**src/logic/baud_gen_pkg.sv**
```systemverilog
// Notes on behaviour
// - Mode 0 shifts at input clock over two.
// - Mode 2 is clock/64, or clock/32 when doubled.
// - Doubling affects Mode 2 and Timer 1 rate, not the generator.
// - Outside Mode 0, baud clock divided by sixteen gives bit rate.
// - Timer ticks from divider or prescaler output.
// - Underflow reloads timer and emits one pulse, unless one was emitted the cycle before.
// - Run bit starts and stops timer.
// - Normal divider mode stops timer, ignores run.
// - Reload register reads current timer count.
// - Write while running loads timer at once.
// - Write while stopped loads after run set.
// - Prescaler divides by two to prescale select; selects above 5 divide by 32.
// - Rate is clock/(16*prescale*(reload+1)).
// - Fractional mode scales rate by increment/256.
// - Rate never exceeds input clock over 32.
// - Accumulator adds increment, pulse on carry.
// - Increment 0..255 gives clock times n/256.
// - Fractional pulse jitter at most one period.
// - Normal mode is up-counter reloading from increment.
// - Normal overflow sets flag and requests interrupt.
// - Normal mode output is clock/(256-increment).
// - Source select picks generator or Timer 1.
package baud_gen_pkg;

  localparam int ADDR_W = 3;
  localparam int DATA_W = 8;

  // Register offsets
  localparam logic [ADDR_W-1:0] OFS_POWER_CTRL = 3'h0;
  localparam logic [ADDR_W-1:0] OFS_RATE_CTRL = 3'h1;
  localparam logic [ADDR_W-1:0] OFS_RELOAD = 3'h2;
  localparam logic [ADDR_W-1:0] OFS_DIV_CTRL = 3'h3;
  localparam logic [ADDR_W-1:0] OFS_INCREMENT = 3'h4;
  localparam logic [ADDR_W-1:0] OFS_ACCUM = 3'h5;

  // Field positions
  localparam int BIT_DOUBLE_RATE = 7;
  localparam int BIT_RUN = 0;
  localparam int BIT_PRE_LO = 1;
  localparam int BIT_PRE_HI = 3;
  localparam int BIT_DIV_EN = 0;
  localparam int BIT_DIV_MODE = 1;
  localparam int BIT_OVF = 2;
  localparam int BIT_SRC_SEL = 3;

  // Writable masks; other bits read as zero, except BIT_OVF outside MASK_DIV_CTRL
  localparam logic [DATA_W-1:0] MASK_POWER_CTRL = 8'h80;
  localparam logic [DATA_W-1:0] MASK_RATE_CTRL = 8'hdf;
  localparam logic [DATA_W-1:0] MASK_DIV_CTRL = 8'h0b;

  // Reset values
  localparam logic [DATA_W-1:0] RST_BYTE = 8'h00;

  // Largest prescale select that is honoured; above it the divider stays at /32
  localparam logic [2:0] PRE_MAX = 3'h5;
  localparam logic [3:0] OVERSAMPLE_LAST = 4'hf;
  localparam logic [7:0] COUNT_TOP = 8'hff;

  // Serial channel modes
  localparam logic [1:0] CH_MODE0 = 2'h0;
  localparam logic [1:0] CH_MODE2 = 2'h2;

  // Software register access
  typedef struct packed {
    logic [ADDR_W-1:0] addr;
    logic [DATA_W-1:0] wdata;
    logic wr;
    logic rd;
  } reg_req_t;

endpackage

```
**src/logic/baud_gen.sv**
```systemverilog
`timescale 1ns/1ps
module baud_gen
  import baud_gen_pkg::*;
(
  input wire logic clk,
  input wire logic resetn,
  input wire reg_req_t req,
  output logic [DATA_W-1:0] rdata,
  input wire logic [1:0] channel_mode,
  input wire logic timer1_overflow,
  output logic baud_clk_pulse,
  output logic bit_tick,
  output logic div_irq
);

  // Register state
  logic [DATA_W-1:0] power_ctrl_q;
  logic [DATA_W-1:0] power_ctrl_d;
  logic [DATA_W-1:0] rate_ctrl_q;
  logic [DATA_W-1:0] rate_ctrl_d;
  logic [DATA_W-1:0] reload_value_q;
  logic [DATA_W-1:0] reload_value_d;
  logic [DATA_W-1:0] div_ctrl_q;
  logic [DATA_W-1:0] div_ctrl_d;
  logic [DATA_W-1:0] increment_q;
  logic [DATA_W-1:0] increment_d;
  logic [DATA_W-1:0] rdata_q;
  logic [DATA_W-1:0] rdata_d;

  // Generator state
  logic [4:0] pre_cnt_q;
  logic [4:0] pre_cnt_d;
  logic [7:0] accum_q;
  logic [7:0] accum_d;
  logic [7:0] timer_q;
  logic [7:0] timer_d;
  logic load_pending_q;
  logic load_pending_d;
  logic run_prev_q;
  logic run_prev_d;
  logic gen_pulse_q;
  logic gen_pulse_d;
  logic t1_half_q;
  logic t1_half_d;
  logic [1:0] fix_cnt_q;
  logic [1:0] fix_cnt_d;
  logic [3:0] over_cnt_q;
  logic [3:0] over_cnt_d;
  logic baud_clk_q;
  logic baud_clk_d;
  logic bit_tick_q;
  logic bit_tick_d;
  logic div_irq_q;
  logic div_irq_d;

  // Decoded control
  logic double_rate_sel;
  logic run_bit;
  logic [2:0] prescale_sel;
  logic divider_enable;
  logic divider_mode_sel;
  logic variable_source_sel;
  logic timer_run;
  logic [4:0] pre_mask;
  logic div_tick;
  logic divider_output_clock;
  logic timer_tick;
  logic [8:0] frac_sum;
  logic normal_ovf;
  logic reload_wr;
  logic run_rise;
  logic gen_raw;
  logic t1_pulse;
  logic var_pulse;

  assign double_rate_sel = power_ctrl_q[BIT_DOUBLE_RATE];
  assign run_bit = rate_ctrl_q[BIT_RUN];
  assign prescale_sel = rate_ctrl_q[BIT_PRE_HI:BIT_PRE_LO];
  assign divider_enable = div_ctrl_q[BIT_DIV_EN];
  assign divider_mode_sel = div_ctrl_q[BIT_DIV_MODE];
  assign variable_source_sel = div_ctrl_q[BIT_SRC_SEL];

  // Normal divider mode takes the timer away from baud generation
  assign timer_run = run_bit && !(divider_enable && divider_mode_sel);

  // Prescaler: reserved selects are clamped so the counter never overruns
  always_comb
  begin
    pre_mask = 5'h00;
    if (prescale_sel > PRE_MAX)
    begin
      pre_mask = 5'h1f;
    end
    else
    begin
      pre_mask = 5'((6'h01 << prescale_sel) - 6'h01);
    end
  end

  assign div_tick = ((pre_cnt_q & pre_mask) == pre_mask);

  // Fractional adder; carry out of bit 7 is the divider output pulse
  assign frac_sum = {1'b0, accum_q} + {1'b0, increment_q};
  assign divider_output_clock = divider_enable && !divider_mode_sel && div_tick
    && frac_sum[8];
  assign normal_ovf = divider_enable && divider_mode_sel && div_tick
    && (accum_q == COUNT_TOP);

  // Timer clock source
  assign timer_tick = divider_enable ? divider_output_clock : div_tick;

  assign reload_wr = req.wr && (req.addr == OFS_RELOAD);
  assign run_rise = run_bit && !run_prev_q;

  // Raw underflow pulse, before the rate cap
  assign gen_raw = timer_run && timer_tick && (timer_q == 8'h00) && !reload_wr;

  // Timer 1 overflow halves unless doubled; the generator never sees doubling
  assign t1_pulse = timer1_overflow && (double_rate_sel || t1_half_q);
  assign var_pulse = variable_source_sel ? gen_pulse_q : t1_pulse;

  // Register file and bus read
  always_comb
  begin
    power_ctrl_d = power_ctrl_q;
    rate_ctrl_d = rate_ctrl_q;
    reload_value_d = reload_value_q;
    div_ctrl_d = div_ctrl_q;
    increment_d = increment_q;
    rdata_d = rdata_q;
    if (req.wr)
    begin
      case (req.addr)
        OFS_POWER_CTRL: power_ctrl_d = req.wdata & MASK_POWER_CTRL;
        OFS_RATE_CTRL: rate_ctrl_d = req.wdata & MASK_RATE_CTRL;
        OFS_RELOAD: reload_value_d = req.wdata;
        OFS_DIV_CTRL:
        begin
          div_ctrl_d = req.wdata & MASK_DIV_CTRL;
          // Flag is software-clearable only; writing one keeps its old value
          div_ctrl_d[BIT_OVF] = div_ctrl_q[BIT_OVF] & req.wdata[BIT_OVF];
        end
        OFS_INCREMENT: increment_d = req.wdata;
        default: ;
      endcase
    end
    // Hardware set wins over a clearing write in the same cycle
    if (normal_ovf)
    begin
      div_ctrl_d[BIT_OVF] = 1'b1;
    end
    if (req.rd)
    begin
      case (req.addr)
        OFS_POWER_CTRL: rdata_d = power_ctrl_q;
        OFS_RATE_CTRL: rdata_d = rate_ctrl_q;
        OFS_RELOAD: rdata_d = timer_q;
        OFS_DIV_CTRL: rdata_d = div_ctrl_q;
        OFS_INCREMENT: rdata_d = increment_q;
        OFS_ACCUM: rdata_d = accum_q;
        default: rdata_d = RST_BYTE;
      endcase
    end
    else
    begin
      rdata_d = RST_BYTE;
    end
  end

  // Prescaler, divider and reload timer
  always_comb
  begin
    pre_cnt_d = 5'(pre_cnt_q + 5'h01);
    accum_d = accum_q;
    timer_d = timer_q;
    load_pending_d = load_pending_q;
    run_prev_d = run_bit;
    gen_pulse_d = 1'b0;
    div_irq_d = 1'b0;
    if (div_tick)
    begin
      pre_cnt_d = 5'h00;
    end
    // Divider: disabled holds the accumulator
    if (divider_enable && div_tick)
    begin
      if (divider_mode_sel)
      begin
        if (normal_ovf)
        begin
          accum_d = increment_q;
          div_irq_d = 1'b1;
        end
        else
        begin
          accum_d = 8'(accum_q + 8'h01);
        end
      end
      else
      begin
        accum_d = frac_sum[7:0];
      end
    end
    // Reload timer: a write while running goes straight in
    if (reload_wr)
    begin
      if (run_bit)
      begin
        timer_d = req.wdata;
        load_pending_d = 1'b0;
      end
      else
      begin
        load_pending_d = 1'b1;
      end
    end
    else if (run_rise && load_pending_q)
    begin
      timer_d = reload_value_q;
      load_pending_d = 1'b0;
    end
    else if (timer_run && timer_tick)
    begin
      if (timer_q == 8'h00)
      begin
        timer_d = reload_value_q;
      end
      else
      begin
        timer_d = 8'(timer_q - 8'h01);
      end
    end
    // Cap: never two pulses back to back, so the rate stays at or below clock/32
    gen_pulse_d = gen_raw && !gen_pulse_q;
  end

  // Channel clock selection and oversampling
  always_comb
  begin
    fix_cnt_d = 2'(fix_cnt_q + 2'h1);
    t1_half_d = t1_half_q;
    over_cnt_d = over_cnt_q;
    baud_clk_d = 1'b0;
    bit_tick_d = 1'b0;
    if (timer1_overflow)
    begin
      t1_half_d = !t1_half_q;
    end
    case (channel_mode)
      CH_MODE0:
      begin
        // Shift clock is the bit rate itself; no oversampling
        baud_clk_d = fix_cnt_q[0];
        bit_tick_d = fix_cnt_q[0];
        over_cnt_d = 4'h0;
      end
      CH_MODE2:
      begin
        baud_clk_d = double_rate_sel ? fix_cnt_q[0] : (fix_cnt_q == 2'h3);
      end
      default:
      begin
        baud_clk_d = var_pulse;
      end
    endcase
    // Sixteen baud clocks make one bit time
    if (channel_mode != CH_MODE0 && baud_clk_d)
    begin
      over_cnt_d = 4'(over_cnt_q + 4'h1);
      bit_tick_d = (over_cnt_q == OVERSAMPLE_LAST);
    end
  end

  // All state registers
  always_ff @(posedge clk)
  begin
    if (!resetn)
    begin
      power_ctrl_q <= RST_BYTE;
      rate_ctrl_q <= RST_BYTE;
      reload_value_q <= RST_BYTE;
      div_ctrl_q <= RST_BYTE;
      increment_q <= RST_BYTE;
      rdata_q <= RST_BYTE;
      pre_cnt_q <= 5'h00;
      accum_q <= 8'h00;
      timer_q <= 8'h00;
      load_pending_q <= 1'b0;
      run_prev_q <= 1'b0;
      gen_pulse_q <= 1'b0;
      t1_half_q <= 1'b0;
      fix_cnt_q <= 2'h0;
      over_cnt_q <= 4'h0;
      baud_clk_q <= 1'b0;
      bit_tick_q <= 1'b0;
      div_irq_q <= 1'b0;
    end
    else
    begin
      power_ctrl_q <= power_ctrl_d;
      rate_ctrl_q <= rate_ctrl_d;
      reload_value_q <= reload_value_d;
      div_ctrl_q <= div_ctrl_d;
      increment_q <= increment_d;
      rdata_q <= rdata_d;
      pre_cnt_q <= pre_cnt_d;
      accum_q <= accum_d;
      timer_q <= timer_d;
      load_pending_q <= load_pending_d;
      run_prev_q <= run_prev_d;
      gen_pulse_q <= gen_pulse_d;
      t1_half_q <= t1_half_d;
      fix_cnt_q <= fix_cnt_d;
      over_cnt_q <= over_cnt_d;
      baud_clk_q <= baud_clk_d;
      bit_tick_q <= bit_tick_d;
      div_irq_q <= div_irq_d;
    end
  end

  assign rdata = rdata_q;
  assign baud_clk_pulse = baud_clk_q;
  assign bit_tick = bit_tick_q;
  assign div_irq = div_irq_q;

endmodule

```
**config.mk**
```make
export PLATFORM = sky130hd
export DESIGN_NAME = baud_gen
export DESIGN_NICKNAME = d
export VERILOG_FILES = /design/src/logic/baud_gen_pkg.sv /design/src/logic/baud_gen.sv
export SDC_FILE = /design/constraint.sdc
export NUM_CORES = 1
export LEC_CHECK = 0
export BUFFER_PORTS_ARGS = -buffer_cell sky130_fd_sc_hd__buf_2
export CORE_MARGIN = 5
export CORE_UTILIZATION = 50
export DETAILED_ROUTE_END_ITERATION = 16
export GPL_TIMING_DRIVEN = 0
export PLACE_DENSITY_LB_ADDON = 0.05
export SYNTH_ARGS = -nofsm -noshare
export SYNTH_HDL_FRONTEND = slang
export SYNTH_SLANG_ARGS = --single-unit
```
**constraint.sdc**
```tcl
create_clock -name clk -period 3.5 [get_ports clk]
set_clock_uncertainty 0.2 [all_clocks]
set_input_delay 0.175 -clock clk [delete_from_list [all_inputs] [get_ports clk]]
set_output_delay 0.175 -clock clk [all_outputs]
set_load 0.02 [all_outputs]
```
Word level (Yosys, flattened, before mapping)
Index checks and enable logic that the tools add are counted.
Cells by class
  add/sub/neg operators: 7
  multipliers: 0
  divide/modulo/power cells: 0
  $lt $le $gt $ge: 1
  eq/ne operators: 11
  shift operators: 1
  muxes and demuxes: 24
  bitwise operators: 3
  reductions and logical operators: 43
Operator list (number)
  $mux 8: 7
  $pmux 8 s6: 1
  $logic_and 1x1->1: 17
  $reduce_and 2->1: 8
  $mux 1: 10
  $reduce_bool 2->1: 5
  $add 8x8->9: 1
  $add 8x1->8 const B: 1
  $eq 8x8->1 const B: 1
  $logic_not 8->1: 1
  $mux 4: 2
  $sub 8x1->8 const B: 1
  $eq 3x2->1 const B: 2
  $eq 3x3->1 const B: 2
  $logic_not 1->1: 6
  $mux 3: 2
  $add 5x1->5 const B: 1
  $and 5x5->5: 1
  $eq 5x5->1: 1
  $mux 5: 1
  $shl 1x3->5 const A: 1
  $sub 5x1->5 const B: 1
  $add 4x1->4 const B: 1
  $eq 2x2->1 const B: 2
  14 further kinds: 14
Storage, ports and cells
  register bits: 70
  bits in latches: 0
  RAM bits: 0
  memory bits (read-only): 0
  bits of input ports: 18
  output and inout bits: 11
  memories: 0

Longest topological paths before layout
  depth after elaboration: 12
  gate-level depth with buffers: 9

Worst setup path before layout
No wires, ideal clock.
  kind: reg-to-reg
  start point: register accum_q[0]
  end point: register timer_q[1]
  setup time: 0.122 ns
  arrival: 2.120 ns
  setup slack: 1.058 ns
  stages on the path, launching flop included: 9
  path buffers: 0
  clock period less this slack: 2.442 ns
  path through: dfxtp_1 > ha_1 > fa_1 > a211oi_1 > nor2_1 > nor3_1 > o311ai_4 > a21o_2 > o311a_1
On the way
  longest elaborated chain between the ends: 6
Ends and longest elaborated chain
  start: declaration: line baud_gen.sv:33  | logic [7:0] accum_q;
  start signal: assignment: line baud_gen.sv:307  | accum_q <= accum_d;
  $add 8x8->9: line baud_gen.sv:103  | assign frac_sum = {1'b0, accum_q} + {1'b0, increment_q};
  $logic_and 1x1->1: line baud_gen.sv:105  | && frac_sum[8];
  $mux 1: line baud_gen.sv:110  | assign timer_tick = divider_enable ? divider_output_clock : div_tick;
  $logic_and 1x1->1: line baud_gen.sv:222  | else if (timer_run && timer_tick)
  $reduce_bool 3->1 (no source line)
  $reduce_and 2->1 (no source line)
  end signal: assignment: line baud_gen.sv:308  | timer_q <= timer_d;
  end: declaration: line baud_gen.sv:35  | logic [7:0] timer_q;
No other way between the ends.
A chain may end at the register's enable or synchronous reset.

Worst setup path after layout
  start point: register accum_q[0]
  end point: register timer_q[5]
The elaborated chain is that of the path after synthesis.

==> metrics.md <==
| Metric | Value |
|---|---|
| H-Tree Level Count | `3` |
| Hold Buf Count CTS | `9` |
| Clock root buffer | `clkbuf_8` |
| Achievable Freq | `362 MHz` |
| Number of synthesized flops with an enable pin | `0` |
| Cts repair resizes | `0` |
| Netlist Area Pre-Place | `3690 sq um` |
| Syn nets | `474` |
| Port bufs | `25` |
| Vias in the first global route | `3154` |
| Clock latency on the worst-skew pair | `340 ps` |
| Largest net degree at the start of global routing | `13` |
| Clk sinks | `70` |
| DRC Markers | `0` |
| CP Data Arrival Time | `2840 ps` |
| Total number of vias | `3334` |
| Layout Utilization | `59.1%` |
| Io pins | `29` |
| Async SR Flop Fraction | `0%` |
| FF+latch count, synth | `70` |
| # fillers | `695` |
| Final hold violation count | `0` |
| Drt pass-1 iters | `4` |
| First-pass GRT wire length | `16100 um` |
| Dpl hpwl | `7390 um` |
| Worst vdd ir | `0.272 mV` |
| Hold_ws | `24.2 ps` |
| Netlist cell types | `54` |
| Share of the synthesized area in the top cell type | `37.9%` |
| Post-Syn Area per Cell | `8.38 sq um` |
| Req. time, crit path | `3570 ps` |
| Final GP Congestion | `0.942` |
| Register Area | `1400 sq um` |
| Max-Slew Margin vs Limit | `53.3%` |
| Register-to-register setup slack | `740 ps` |
| Die X | `96.0 um` |
| Initial DRC count | `219` |
| CTS tree | `yes` |
| Synth area leaders | `dfxtp_1, mux2i_1, nor2_1` |
| Startpoint types | `flop` |
| Post-route antenna net violation count | `0` |
| Starting Density | `51.2%` |
| Die Area | `9210 sq um` |
| Clock-pin slew on the worst setup and hold paths | `80 ps` |
| Main synth FF type | `dfxtp_1` |
| Slew Limit Fails | `0` |
| HP Class | `in2reg` |
| Fin crit period | `2760 ps` |
| CP Max Fanout | `8` |
| Multi-input logic area | `2170 sq um` |
| Seq/Total Area, Yosys | `37.9%` |
| Drt total wl | `10200 um` |
| Die Span Y | `96.0 um` |
| Avg WL per Cell | `17.3 um` |
| Core area | `7210 sq um` |
| Class of the most critical setup path | `reg2reg` |
| Vias/cell | `5.65` |
| Area post-placement | `3940 sq um` |
| Inserted Clock Buffers | `9` |
| Finish-stage setup viols | `0` |
| # diodes | `0` |
| Post-Syn Instances | `441` |
| Pre-CTS setup slack | `752 ps` |
| Sum of negative setup slack | `0 ps` |
| Total of warnings raised by yosys | `0` |
| Worst setup margin | `735 ps` |
| RSZ-0062 raised after global routing | `false` |
| Crit. End Element | `flop` |
| Synthesis-to-layout area growth | `15.5%` |
| Total gr overflow | `0` |
| Row count | `31` |
| Pwr Density | `410 nW/um^2` |
| Maxcap violations | `0` |
| Share of cells above drive strength 1 | `11.4%` |
| Nets | `519` |
| Leakage power | `1.70 nW` |
| Final Cycle Share | `79.0%` |
| GR Util All Layers | `23.3%` |
| Worst Tran Pin Value | `700 ps` |
| Maximum count of clock buffers along a single path | `2` |
| Biggest area consumer among synthesized cells | `dfxtp_1` |
| Design area | `4270 sq um` |
| Post-CTS setup buffers | `0` |
| Status | `completed` |
| Initial antenna violation count | `0` |
[worst max-delay path: stages, from the launching register on]
cell	delay, ps
dfxtp_1	400
ha_1	280
fa_1	440
a211oi_1	260
nor2_1	100
nor3_1	450
o311ai_4	170
nand2_4	190
mux2i_1	210
[path summary, 6_finish.rpt]
path / from / to / cells past startpoint
setup reg to reg: accum_q[0]$_SDFFE_PN0P_ / timer_q[5]$_SDFFE_PN0P_ / 8
hold reg to reg: run_prev_q$_SDFF_PN0_ / load_pending_q$_SDFFE_PN0P_ / 2
hold / removal: channel_mode[1] / bit_tick$_SDFF_PN0_ / 4
setup / recovery: accum_q[0]$_SDFFE_PN0P_ / timer_q[5]$_SDFFE_PN0P_ / 8
[sequential cells by signal (all words and copies together) (netlist names), 2 cells and up]
signal,cells
fix_cnt_q,2
rdata,8
div_ctrl_q,4
increment_q,8
timer_q,8
rate_ctrl_q,7
pre_cnt_q,5
accum_q,8
over_cnt_q,4
reload_value_q,8
[where the power goes]
part | internal [mW] | leakage, nW | total (mW) | switching, mW
clock network | 0.440 | 0.116 | 0.757 | 0.317
logic | 0.0647 | 1.02 | 0.162 | 0.0971
registers | 0.813 | 0.567 | 0.829 | 0.0162
[through the flow]
step	cells	total power, mW
3_5_place_dp	565	0.999
3_3_place_gp	565	0.997
4_1_cts	590	1.75
2_1_floorplan	441	0.947
5_1_grt	590	1.81
6_report	590	1.75
[synth_stat cells (2+ instances only)]
library cell,n
dfxtp_1,70
nor2_1,59
nand2_1,56
mux2i_1,35
a21oi_1,26
o21ai_0,25
clkbuf_1,17
ha_1,14
xor2_1,14
nand3_1,10
inv_1,7
nor3_1,7
xnor2_1,7
a211oi_1,6
a22oi_1,6
nor2b_1,6
and2_1,5
nand2b_1,5
o211ai_1,5
mux2_2,4
nor3b_1,4
nor4_1,4
a31oi_1,3
buf_1,3
buf_2,3
nand4_1,3
o221ai_1,3
o22a_1,3
o22ai_1,3
a21o_1,2
a311oi_1,2
o21a_1,2
[placed cells by master, fill, tap and decap left out, types with 2 or more instances in the layout]
| cell type | instances |
|---|---|
| nand3_1 | 10 |
| xor2_1 | 14 |
| nor3_1 | 7 |
| a21oi_1 | 26 |
| clkbuf_1 | 17 |
| o211ai_1 | 5 |
| buf_1 | 3 |
| mux2i_1 | 35 |
| nand2_1 | 56 |
| buf_2 | 28 |
| o22ai_1 | 3 |
| a211oi_1 | 6 |
| a311oi_1 | 2 |
| a21o_1 | 2 |
| o22a_1 | 3 |
| o21a_1 | 2 |
| dlygate4sd3_1 | 9 |
| nor4_1 | 4 |
| mux2_2 | 4 |
| dfxtp_1 | 70 |
| nor2_1 | 59 |
| xnor2_1 | 7 |
| ha_1 | 14 |
| nand2b_1 | 5 |
| a22oi_1 | 6 |
| clkbuf_8 | 11 |
| a31oi_1 | 3 |
| bufinv_16 | 2 |
| nand4_1 | 3 |
| nor3b_1 | 4 |
| inv_1 | 7 |
| o221ai_1 | 3 |
| and2_1 | 5 |
| o21ai_0 | 25 |
| nor2b_1 | 6 |
[logic make-up (layout without fill, tap and decap cells)]
family | count (synthesis) | count (layout) | synth area share [%]
buffers and inverters | 31 | 81 | 3.25
AND/OR/NAND/NOR | 168 | 168 | 20.7
flip-flops | 70 | 70 | 37.9
XOR/XNOR | 21 | 21 | 4.98
adder cells (fa/ha/maj) | 15 | 15 | 5.28
AO/OA/AOI/OAI | 97 | 97 | 17.1
multiplexers | 39 | 39 | 10.7
[metal layers]
layer	wire length [um]	GRT usage (%)	up-vias
met5	0	0	-
met4	174	6.87	0
met3	640	4.22	17
met2	4580	37.7	86
met1	4810	31.7	1582
li1	-	-	1649
[layout make-up]
class / count / area share, %
inverters: 8 / 0.704
plain buffers: 23 / 2.11
flip-flops and latches: 70 / 32.8
multi-input cells: 340 / 50.9
clock buffers: 11 / 3.55
repair buffers: 34 / 5.04
well taps: 99 / 2.90
clock inverters: 5 / 1.91
(Power assumes the default switching activity.)
